[src/rtl/ipq_defines.svh]
// constants of the instruction prefetch queue: sizes, levels, reset values
// assumes inclusion by bare name from the package and the design module
`ifndef IPQ_DEFINES_SVH
`define IPQ_DEFINES_SVH

`define IPQ_DEPTH      4
`define IPQ_FULL_LVL   3'h3
`define IPQ_ADDR_W     20
`define IPQ_WAIT_W     4
`define IPQ_RST_PC     20'h00000
`define IPQ_RST_BYTE   8'h00

`endif

[src/rtl/ipq_pkg.sv]
// types of the instruction prefetch queue
// assumes ipq_defines.svh on the include path
`include "ipq_defines.svh"

package ipq_pkg;

    typedef enum logic [2:0] {
        IPQ_ST_IDLE = 3'b001,
        IPQ_ST_CODE = 3'b010,
        IPQ_ST_DATA = 3'b100
    } ipq_state_e;

    typedef logic [`IPQ_ADDR_W-1:0] ipq_addr_t;
    typedef logic [`IPQ_WAIT_W-1:0] ipq_wait_t;

    // data access request of the execution unit
    typedef struct packed {
        logic        we;
        logic        wide;
        ipq_addr_t   addr;
        logic [15:0] wdata;
    } ipq_dreq_s;

    // one byte-wide internal bus cycle
    typedef struct packed {
        logic      act;
        logic      code;
        logic      we;
        ipq_addr_t addr;
        logic [7:0] wdata;
    } ipq_bus_s;

    typedef struct packed {
        ipq_state_e                  state;
        logic [`IPQ_DEPTH-1:0][7:0]  q;
        logic [2:0]                  cnt;
        ipq_addr_t                   fpc;
        logic                        drop;
        logic                        first;
        ipq_wait_t                   wcnt;
        logic                        hi;
        ipq_dreq_s                   dreq;
        logic [15:0]                 rdata;
        logic                        done;
        logic                        stall;
        ipq_bus_s                    bus;
    } ipq_state_s;

endpackage : ipq_pkg

[src/rtl/ipq_prefetch_queue.sv]
// instruction prefetch queue and internal bus arbitration of a 16-bit cpu core
// assumes one clock, bus inputs synchronous, bus_wait giving the waits of the addressed region
// How it works
// - a queue of four one-byte entries holds prefetched code ahead of execution.
// - whenever the queue has room, the bus is idle and no data request or flush is pending, the next code byte is read into it.
// - execution pops bytes and is told to stall while fewer bytes than it needs are queued.
// - a code fetch lasts one cycle plus exactly the waits of its region.
// - each byte of a data read or write lasts one cycle plus exactly the waits of its region.
// - a 16-bit data transfer is done as two consecutive byte accesses, low byte first.
// - a data request and a prefetch in the same cycle give the bus to the data request.
// - with more than three bytes queued no prefetch starts.
// - only single-byte data without waits and fully queued code keep nominal cycle counts.
`timescale 1ns/1ps
`default_nettype none
`include "ipq_defines.svh"

module ipq_prefetch_queue
    import ipq_pkg::*;
(
    input  wire logic       clk,
    input  wire logic       rst_n,
    input  wire logic [2:0] eu_need,
    input  wire logic       eu_pop,
    input  wire logic       eu_flush,
    input  wire ipq_addr_t  eu_new_pc,
    input  wire logic       du_req,
    input  wire ipq_dreq_s  du_cmd,
    input  wire logic [7:0] bus_rdata,
    input  wire ipq_wait_t  bus_wait,
    output logic [7:0]      q_head,
    output logic [2:0]      q_count,
    output logic            eu_stall,
    output logic            du_done,
    output logic [15:0]     du_rdata,
    output ipq_bus_s        bus
);

    ipq_state_s s_r;
    ipq_state_s s_nxt;
    ipq_wait_t  w_eff;
    logic       in_acc;
    logic       acc_end;
    logic       take_data;
    logic       start_code;
    logic       pop;

    // waits are sampled on the first cycle of each byte access
    assign w_eff      = s_r.first ? bus_wait : s_r.wcnt;
    assign in_acc     = s_r.state != IPQ_ST_IDLE;
    assign acc_end    = in_acc && (w_eff == '0);
    // done blocks a retake while the requester still holds du_req
    assign take_data  = (s_r.state == IPQ_ST_IDLE) && du_req && !s_r.done;
    assign start_code = (s_r.state == IPQ_ST_IDLE) && !take_data && !eu_flush
                        && (s_r.cnt <= `IPQ_FULL_LVL);
    assign pop        = eu_pop && (s_r.cnt != 3'h0);

    always_comb
    begin
        s_nxt      = s_r;
        s_nxt.done = 1'b0;
        if (pop)
        begin
            s_nxt.q   = s_r.q >> 8;
            s_nxt.cnt = s_r.cnt - 3'h1;
        end
        if (in_acc && !acc_end)
        begin
            s_nxt.wcnt  = w_eff - 4'h1;
            s_nxt.first = 1'b0;
        end
        else if (in_acc && s_r.state == IPQ_ST_CODE)
        begin
            s_nxt.bus.act = 1'b0;
            s_nxt.state   = IPQ_ST_IDLE;
            s_nxt.drop    = 1'b0;
            // a fetch that straddles a flush still finishes, its byte is dropped
            if (!s_r.drop && !eu_flush)
            begin
                s_nxt.q[s_nxt.cnt[1:0]] = bus_rdata;
                s_nxt.cnt               = s_nxt.cnt + 3'h1;
                s_nxt.fpc               = s_r.fpc + 20'h1;
            end
        end
        else if (in_acc && s_r.dreq.wide && !s_r.hi)
        begin
            if (!s_r.dreq.we)
                s_nxt.rdata[7:0] = bus_rdata;
            s_nxt.hi        = 1'b1;
            s_nxt.first     = 1'b1;
            s_nxt.bus.addr  = s_r.bus.addr + 20'h1;
            s_nxt.bus.wdata = s_r.dreq.wdata[15:8];
        end
        else if (in_acc)
        begin
            if (!s_r.dreq.we && s_r.hi)
                s_nxt.rdata[15:8] = bus_rdata;
            else if (!s_r.dreq.we)
                s_nxt.rdata = {8'h00, bus_rdata};
            s_nxt.done    = 1'b1;
            s_nxt.bus.act = 1'b0;
            s_nxt.state   = IPQ_ST_IDLE;
        end
        else if (take_data)
        begin
            s_nxt.state = IPQ_ST_DATA;
            s_nxt.dreq  = du_cmd;
            s_nxt.hi    = 1'b0;
            s_nxt.first = 1'b1;
            s_nxt.bus   = '{act: 1'b1, code: 1'b0, we: du_cmd.we, addr: du_cmd.addr, wdata: du_cmd.wdata[7:0]};
        end
        else if (start_code)
        begin
            s_nxt.state = IPQ_ST_CODE;
            s_nxt.first = 1'b1;
            s_nxt.bus   = '{act: 1'b1, code: 1'b1, we: 1'b0, addr: s_r.fpc, wdata: `IPQ_RST_BYTE};
        end
        if (eu_flush)
        begin
            s_nxt.cnt  = 3'h0;
            s_nxt.fpc  = eu_new_pc;
            s_nxt.drop = (s_r.state == IPQ_ST_CODE) && !acc_end;
        end
        // stall whenever the bytes needed are not yet all queued
        s_nxt.stall = eu_need > s_nxt.cnt;
    end

    always_ff @(posedge clk or negedge rst_n)
    begin
        if (!rst_n)
        begin
            s_r       <= '0;
            s_r.state <= IPQ_ST_IDLE;
            s_r.fpc   <= `IPQ_RST_PC;
        end
        else
            s_r <= s_nxt;
    end

    assign q_head   = s_r.q[0];
    assign q_count  = s_r.cnt;
    assign eu_stall = s_r.stall;
    assign du_done  = s_r.done;
    assign du_rdata = s_r.rdata;
    assign bus      = s_r.bus;

    // helpers for the checks: cycle index within a byte access and its captured waits
    ipq_wait_t len_r;
    ipq_wait_t wcap_r;
    ipq_wait_t cur_len;
    ipq_wait_t cur_cap;
    assign cur_len = s_r.first ? 4'h0 : len_r;
    assign cur_cap = s_r.first ? bus_wait : wcap_r;

    always_ff @(posedge clk or negedge rst_n)
    begin
        if (!rst_n)
        begin
            len_r  <= '0;
            wcap_r <= '0;
        end
        else
        begin
            len_r  <= cur_len + 4'h1;
            wcap_r <= cur_cap;
        end
    end
endmodule : ipq_prefetch_queue

`default_nettype wire
[config.mk]
export PLATFORM = sky130hd
export DESIGN_NAME = ipq_prefetch_queue
export DESIGN_NICKNAME = d
export VERILOG_FILES = /design/src/rtl/ipq_pkg.sv /design/src/rtl/ipq_prefetch_queue.sv
export VERILOG_INCLUDE_DIRS = /design/src /design/src/rtl
export SDC_FILE = /design/constraint.sdc
export NUM_CORES = 1
export LEC_CHECK = 0
export ABC_AREA = 1
export BUFFER_PORTS_ARGS = -buffer_cell sky130_fd_sc_hd__buf_2
export CAP_MARGIN = 40
export CORE_ASPECT_RATIO = 0.5
export CORE_MARGIN = 8
export CORE_UTILIZATION = 43
export DETAILED_ROUTE_END_ITERATION = 6
export GPL_TIMING_DRIVEN = 0
export HOLD_SLACK_MARGIN = 0.15
export PLACE_DENSITY_LB_ADDON = 0.1
export SYNTH_ARGS = -nofsm -noshare
export SYNTH_HDL_FRONTEND = slang
export SYNTH_SLANG_ARGS = --single-unit
[constraint.sdc]
create_clock -name clk -period 2.3 [get_ports clk]
set_input_delay 0.46 -clock clk [delete_from_list [all_inputs] [get_ports clk]]
set_output_delay 0.46 -clock clk [all_outputs]
set_load 0.02 [all_outputs]
==> metrics.cfg, run 1 <==
[outcome]
status=complete, but fails checks
violations=setup timing

[sta]
tightest_slew_ns=0.631
clock.fmax_mhz=416
relSlewSlack_pct=58.0
finalHoldViolCount=0
fin_skew_ns=0.0112
min_period_over_period_pct=105
finalSetupViolations=1
rsz0062_at_grt=true
slew_violations=0
setup_ws_ns=-0.104
fin_setup_tns_ns=-0.104
period_needed_ns=2.40

[drt]
wl_per_cell_um=15.5
drcViolationCount=0
drt_iter0_markers=416
post_drt_via_cell_ratio=4.95
drt_wl_total_um=21100
vias=6752
dr.pass1.iters=5
final_antenna_net_count=0

[floorplan]
core_um2=16500
initial_utilization_pct=44.4
ios=138
rows=33
die-area_um2=21700
die_w_um=201
die_h_um=108

[cts]
cts_root_buf=clkbuf_16
cts_tree=built
clkTransAtPathRegs_ns=0.06
clock_sinks=124
clk_path_buf_depth=2
insertion_delay_ns=0.42
htree_num_levels=4
cts_made_buffers=17

[worst_setup_path]
cpPeakStageDelay_ns=0.40
start_kind=register
crit_required_ns=2.59
end_kind=register
worstPathCellList=inv_2 -> nand2_2 -> o21ai_2 -> ha_2 -> nand3_4 -> nor2_8 -> nand3_4 -> nor2_8 -> nand3_4 -> buf_4 -> nand3_4 -> ha_4 -> nand2_2 -> nor2_4 -> a211oi_2 -> a31oi_1
crit_top_cell=nand3_4
critPathKind=register to register
arrival_ns=2.70
path_max_fanout=5
cp_slowest_cell=dfrtp_1
rr_worst_depth=16
rrSetupSlack_ns=-0.10

[place]
post-dp-hpwl_um=15700
port_buffers=136
globalplace.congestion=0.916
place_ws_ns=-0.529
placed_cells=1308

[synth]
ys_ff_latch=124
yosys_warnings=0
synth_area_um2=7330
postSynthCellCount=944
syn_avg_cell_area_um2=7.77
yosysSeqAreaShare_pct=42.3
synth_cell_types=44
syn-num-nets=1031

[layout]
drive_gt1_share_pct=29.2
final_util_pct=55.5
areaGrowthSynthToFinish_pct=25.1
num_antenna_cells=0
nets=1210
stdcell_count=1363

[grt]
grt_pass1_vias=6897
grt_max_degree=82
antenna_found_initial=0
track_usage_pct=19.6
grt-ovfl-total=0
grt_pass1_wl_um=34600

[min_path]
hold_depth=3
hp-class=input pin to register

[pwr]
total_leakage_power_nw=4.66
powerDensity_nw_per_um2=1200
ir_worst_vdd_uv=630
finalPower_mw=11.0

[flow_run]
maxCapViolations=0

## synthesized netlist by cell type, drive strengths merged
library cell / number / area [µm²]
buf: 77 / 567
nand3b: 5 / 37.5
nand2: 308 / 1190
nor3b: 1 / 7.51
o21ai: 103 / 579
nor2: 72 / 323
a31o: 1 / 8.76
dfrtp: 123 / 3080
a31oi: 3 / 18.8
xor2: 12 / 124
o31ai: 10 / 75.1
o211ai: 7 / 52.6
dfstp: 1 / 26.3
inv: 85 / 319
nand3: 58 / 380
a211oi: 2 / 15.0
o221ai: 2 / 17.5
nand4: 9 / 71.3
xnor2: 3 / 26.3
ha: 9 / 113
a22o: 7 / 61.3
clkbuf: 11 / 41.3
nor3: 5 / 30.0
a21oi: 19 / 95.1
o22ai: 7 / 43.8
a22oi: 3 / 22.5
o22a: 1 / 8.76
## cells in the final DEF (no fill, tap or decap), types with 10 or more instances in the layout
cell type / instances
a21oi_1: 19
buf_2: 142
buf_4: 83
clkbuf_1: 12
clkbuf_16: 17
dfrtp_1: 122
inv_1: 76
nand2_1: 298
nand3_1: 47
nor2_1: 63
o21ai_0: 68
o21ai_1: 19
o21ai_2: 15
o31ai_1: 10
xor2_1: 10
## cell families (layout without fill, tap and decap cells)
kind of cell | Yosys count | in the layout | share of synthesized area [%]
and+or+nand+nor | 458 | 458 | 27.8
buffers and inverters | 173 | 365 | 12.6
AOI/OAI and AO/OA | 165 | 165 | 13.6
DFF | 124 | 124 | 42.3
xor gates and xnor gates | 15 | 15 | 2.05
adders and majority gates | 9 | 9 | 1.54
## per-layer routing
layer | GRT usage, % | part of all wire [%] | up-vias
met5 | 0 | 0 | -
met4 | 5.12 | 1.2 | 0
met3 | 5.19 | 5.6 | 20
met2 | 33.7 | 47 | 175
met1 | 24.5 | 46 | 3189
li1 | - | - | 3368
## what timing repair did
item,in CTS,in global routing
buffers inserted,16,6
endpoints found under the hold margin,43,0
hold buffers,1,0
resized for setup,11,12
cloned,0,0
setup endpoints to repair,1,22
pin swaps,13,7
## layout make-up
| class | instances | area (µm²) |
|---|---|---|
| Fill cell | 1602 | 7340 |
| Multi-Input combinational cell | 647 | 3410 |
| Sequential cell | 124 | 3110 |
| Timing Repair Buffer | 160 | 893 |
| Buffer | 88 | 614 |
| Clock buffer | 20 | 447 |
| Inverter | 85 | 323 |
| Tap cell | 227 | 284 |
| Clock inverter | 12 | 98.8 |
## power breakdown
group | total (mW) | internal [mW] | switching (mW) | leakage [nW]
clock network | 2.51 | 1.50 | 1.01 | 0.261
registers | 3.48 | 2.91 | 0.570 | 1.60
logic | 5.05 | 2.01 | 3.05 | 2.80
## final timing paths
| check | to | start |
|---|---|---|
| worst max register to register | eu_stall | s_r[92] |
| min in group asynchronous | du_rdata[10] | rst_n |
| max in group asynchronous | bus[18] | rst_n |
| worst max-delay path | eu_stall | s_r[92] |
| worst min register to register | bus[28] | bus[28] |
| worst min-delay path | s_r[62] | du_cmd[13] |
## metrics by stage
step	hold WS, ns	area (µm²)
6_report	0.245	9170
3_5_place_dp	0.417	8360
2_1_floorplan	0.164	7360
3_3_place_gp	0.457	8320
5_1_grt	0.248	9170
4_1_cts	0.233	9080
## sequential cells by signal, summed over array words and instances (netlist names)
register and count:
eu_stall 1, s_r 64, bus 31, du_rdata 16, q_head 8, du_done 1
q_count 3
## critical path, delay by kind of cell, from the launching register on
kind / cells / cell delay [ns]
fa+ha+maj: 2 / 0.43
flops: 1 / 0.40
compound gates: 3 / 0.26
simple gates: 9 / 0.90
buf+inv: 2 / 0.27
Note: power is estimated with default switching activity, not from simulation.
==> inputs of run 2 (changes only) <==
BUFFER_PORTS_ARGS = default   (was -buffer_cell sky130_fd_sc_hd__buf_2)
DONT_BUFFER_PORTS = 1   (was default)
==> metrics.cfg, run 2 (synthesis gave the netlist of run 1 again) <==
[outcome]
status=complete, but fails checks
violations=hold timing

[grt]
antenna_found_initial=0
grt_pass1_vias=6171
grt_pass1_wl_um=34000
grt-ovfl-total=0
grt_max_degree=125
track_usage_pct=19.6

[worst_setup_path]
rrSetupSlack_ns=0.01
rr_worst_depth=16
path_max_fanout=5
crit_required_ns=2.60
arrival_ns=2.58
end_kind=register
r2r-start=s_r[92]
startpoint=s_r[92]
critPathKind=register to register
start_kind=register
r2r-end=eu_stall
worstSetupEndpoint=eu_stall

[cts]
clock_sinks=124
cts_made_buffers=17
clk_path_buf_depth=2
htree_num_levels=4
cts_root_buf=clkbuf_16
insertion_delay_ns=0.42
clkTransAtPathRegs_ns=0.06
cts_tree=built

[layout]
final_cell_mix=nand2_1 (300), dfrtp_1 (122), inv_1 (76)
fillerInstances=1658
final_util_pct=50.9
largest_reg_flops=64
top_register=s_r
drive_gt1_share_pct=18.0
stdcell_count=1220
nets=1068
layout_commonest_cell=nand2_1
num_antenna_cells=0
areaGrowthSynthToFinish_pct=14.6

[pwr]
ir_worst_vdd_uv=675
total_leakage_power_nw=4.04
powerDensity_nw_per_um2=1270
switchingPower_mw=4.44
clockPowerShare_pct=24.6
p_int_mw=6.21
swShare_pct=41.7
finalPower_mw=10.6
seqPwrFrac_pct=33.1
pwr-share-comb_pct=42.2

[floorplan]
initial_utilization_pct=44.4
die_h_um=108
ios=138
rows=33
die-area_um2=21700
die_w_um=201
core_um2=16500

[sta]
relSlewSlack_pct=60.5
finalSetupViolations=0
min_period_over_period_pct=99.5
holdWs_ns=-0.261
clock.fmax_mhz=437
slew_violations=0
finalHoldViolCount=124
rsz0062_at_grt=true
tightest_slew_ns=0.592
period_needed_ns=2.29
fin_skew_ns=0.0105

[flow_run]
maxCapViolations=0

[place]
globalplace.congestion=0.915
placed_cells=1171
post-dp-hpwl_um=15700
port_buffers=0

[drt]
post_drt_via_cell_ratio=5.04
dr.pass1.iters=5
drt_iter0_markers=499
wl_per_cell_um=17.2
drt_wl_total_um=21000
drcViolationCount=0
vias=6154
final_antenna_net_count=0

[min_path]
hp-class=input pin to async pin

run 2: power groups by stage:
stage | registers, mW | clock network (mW) | logic [mW]
2_1_floorplan | 3.36 | 0 | 3.56
3_3_place_gp | 3.54 | 0 | 4.27
3_5_place_dp | 3.55 | 0 | 4.34
4_1_cts | 3.51 | 2.67 | 4.49
5_1_grt | 3.64 | 2.76 | 4.99
6_report | 3.53 | 2.62 | 4.50
run 2: worst min-delay path by stage:
stage	startpoint	endpoint	slack, ns	cells after the start
4_1_cts	rst_n	du_rdata[13]	-0.28	0
3_5_place_dp	rst_n	du_rdata[13]	0.17	0
3_3_place_gp	rst_n	du_rdata[13]	0.17	0
5_1_grt	rst_n	du_rdata[13]	-0.28	0
6_report	rst_n	du_rdata[13]	-0.26	0
2_1_floorplan	rst_n	bus[0]	0.16	0
run 2: timing repair:
item,4_1_cts,5_1_grt
cloned,0,0
hold buffers,3,1
buffers inserted,14,0
endpoints found under the setup margin,1,9
pin swaps,8,0
endpoints found under the hold margin,127,125
gates resized for setup,5,6
run 2: worst max-delay path, cell delays in order (launching register included):
cell and delay, ns:
dfrtp_1 0.40, inv_2 0.09, nand2_1 0.06, o21ai_2 0.07, ha_2 0.22, nand3_4 0.10
nor2_8 0.13, nand3_4 0.11, nor2_8 0.14, nand3_4 0.10, nand2_2 0.09, nand3_2 0.09
ha_4 0.25, nand2_1 0.05, nor2_1 0.04, a211oi_1 0.17, a31oi_1 0.06
run 2: layout make-up:
class                      count  area, µm²  share of cell area (%)
buffer                        88        609                    7.25
clock buffer                  23        468                    5.57
clock inverter                 8       92.6                    1.10
inverter                      85        323                    3.84
multi-input combinational    647       3370                    40.1
sequential                   124       3110                    37.0
tap                          227        284                    3.38
timing repair buffer          18        145                    1.73
run 2: stage by stage:
stage / setup WS [ns] / cell area, µm² / setup TNS [ns]
3_3_place_gp: -0.380 / 7640 / -0.380
3_5_place_dp: -0.430 / 7640 / -0.430
6_report: 0.0117 / 8400 / 0
2_1_floorplan: -0.136 / 7360 / -0.136
4_1_cts: 0.00119 / 8360 / 0
5_1_grt: -0.178 / 8400 / -0.178
run 2: layer usage:
layer	global-route usage [%]	wire, µm	vias to the layer above
met3	4.80	1060	11
met5	0	0	-
met4	3.45	119	0
li1	-	-	3088
met1	25.9	9950	2906
met2	33.1	9840	149
==> inputs of run 3 (changes only) <==
CORE_UTILIZATION = 29   (was 43)
GPL_TIMING_DRIVEN = default   (was 0)
==> metrics.cfg, run 3 (synthesis gave the netlist of run 1 again) <==
[worst_setup_path]
startpoint=s_r[92]
worstSetupEndpoint=eu_stall
start_kind=register
end_kind=register
r2r-start=s_r[92]
rr_worst_depth=16
arrival_ns=2.68
rrSetupSlack_ns=-0.03
r2r-end=eu_stall
path_max_fanout=5
crit_required_ns=2.65
critPathKind=register to register

[grt]
grt_max_degree=125
track_usage_pct=14.6
grt_pass1_wl_um=34900
grt_pass1_vias=6006
grt-ovfl-total=0
antenna_found_initial=1

[min_path]
hp-class=input pin to async pin

[layout]
final_cell_mix=nand2_1 (298), dfrtp_1 (123), inv_1 (77)
nets=1027
top_register=s_r
layout_commonest_cell=nand2_1
fillerInstances=2754
areaGrowthSynthToFinish_pct=14.4
largest_reg_flops=64
stdcell_count=1297
drive_gt1_share_pct=15.2

[pwr]
seqPwrFrac_pct=37.2
clockPowerShare_pct=26.5
powerDensity_nw_per_um2=1250
switchingPower_mw=4.39
swShare_pct=42.1
total_leakage_power_nw=3.91
ir_worst_vdd_uv=403
pwr-share-comb_pct=36.2
p_int_mw=6.05

[cts]
cts_hold_buf=12
clk_path_buf_depth=2
htree_num_levels=4
cts_root_buf=clkbuf_16
insertion_delay_ns=0.43
clkTransAtPathRegs_ns=0.06
clock_sinks=124
cts_tree=built
cts_made_buffers=17

[sta]
period_needed_ns=2.33
finalHoldViolCount=124
fin_skew_ns=0.00674
min_period_over_period_pct=101
slew_violations=0
finalSetupViolations=1
setup_ws_ns=-0.0328
holdWs_ns=-0.267
clock.fmax_mhz=429
relSlewSlack_pct=67.1
rsz0062_at_grt=true
tightest_slew_ns=0.491

[floorplan]
initial_utilization_pct=29.3
ios=138
die_w_um=241
die-area_um2=30900
rows=41
die_h_um=128
core_um2=25000

[drt]
wl_per_cell_um=17.3
vias=5952
post_drt_via_cell_ratio=4.59
drcViolationCount=0
dr.pass1.iters=4
drt_iter0_markers=381
drt_wl_total_um=22400
final_antenna_net_count=0

[outcome]
status=complete, but fails checks
violations=hold timing, setup timing

[place]
port_buffers=0
post-dp-hpwl_um=16400
globalplace.congestion=0.825
placed_cells=1243

[flow_run]
maxCapViolations=0

-- run 3: metal layers --
layer  vias to the layer above  GRT usage [%]  wire length [µm]
li1                       2992              -                 -
met1                      2858           18.0             10100
met2                        85           24.6             11000
met3                        17           4.38              1010
met4                         0           4.59               314
met5                         -              0                 0
-- run 3: final cells by class --
cell class / instances / area [µm²] / area share [%]
Antenna cell: 1 / 2.50 / 0.0299
Sequential cell: 124 / 3100 / 37.0
Multi-Input combinational cell: 647 / 3390 / 40.4
Clock inverter: 8 / 115 / 1.37
Tap cell: 344 / 430 / 5.13
Clock buffer: 23 / 478 / 5.70
Timing Repair Buffer: 65 / 543 / 6.48
Inverter: 85 / 319 / 3.81
-- run 3: critical path, stage by stage, from the launching register on --
cell and delay (ns):
dfrtp_1 0.39, inv_2 0.10, nand2_2 0.05, o21ai_2 0.06, ha_2 0.22, nand3_4 0.09
nor2_8 0.15, nand3_4 0.10, nor2_8 0.16, nand3_4 0.10, nand2_4 0.10, nand3_4 0.08
ha_4 0.29, nand2_2 0.05, nor2_2 0.12, a211oi_2 0.04, a31oi_1 0.14
-- run 3: how the worst min path moves through the flow --
stage,end,slack [ns],start
2_1_floorplan,bus[0],0.16,rst_n
4_1_cts,q_head[4],-0.30,rst_n
3_3_place_gp,du_rdata[4],0.17,rst_n
5_1_grt,du_rdata[4],-0.30,rst_n
6_report,du_rdata[12],-0.27,rst_n
3_5_place_dp,du_rdata[4],0.17,rst_n
-- run 3: through the flow --
stage                     total power [mW]  util (%)  setup slack, ns  area [µm²]  TNS, ns
final                                 10.4      33.5          -0.0328        8380  -0.0328
after global routing                  11.2      33.5           -0.211        8380   -0.425
after CTS                             10.5      33.1          0.00829        8280        0
after detailed placement              7.66      30.1          -0.0840        7530  -0.0840
after global placement                7.62      30.1          -0.0520        7530  -0.0520
after floorplan                       6.92         -           -0.136        7360   -0.136
-- run 3: repair_timing --
| action | CTS | global route |
|---|---|---|
| resized for setup | 2 | 10 |
| endpoints found under the hold margin | 136 | 124 |
| buffers inserted | 3 | 7 |
| endpoints found under the setup margin | 1 | 9 |
| pin swaps | 8 | 7 |
-- run 3: power groups by stage --
stage          combinational (mW)  sequential [mW]  clock [mW]
4_1_cts                      3.76             3.92        2.87
6_report                     3.78             3.89        2.77
5_1_grt                      4.27             4.00        2.94
3_5_place_dp                 3.71             3.95           0
3_3_place_gp                 3.67             3.95           0
2_1_floorplan                3.56             3.36           0
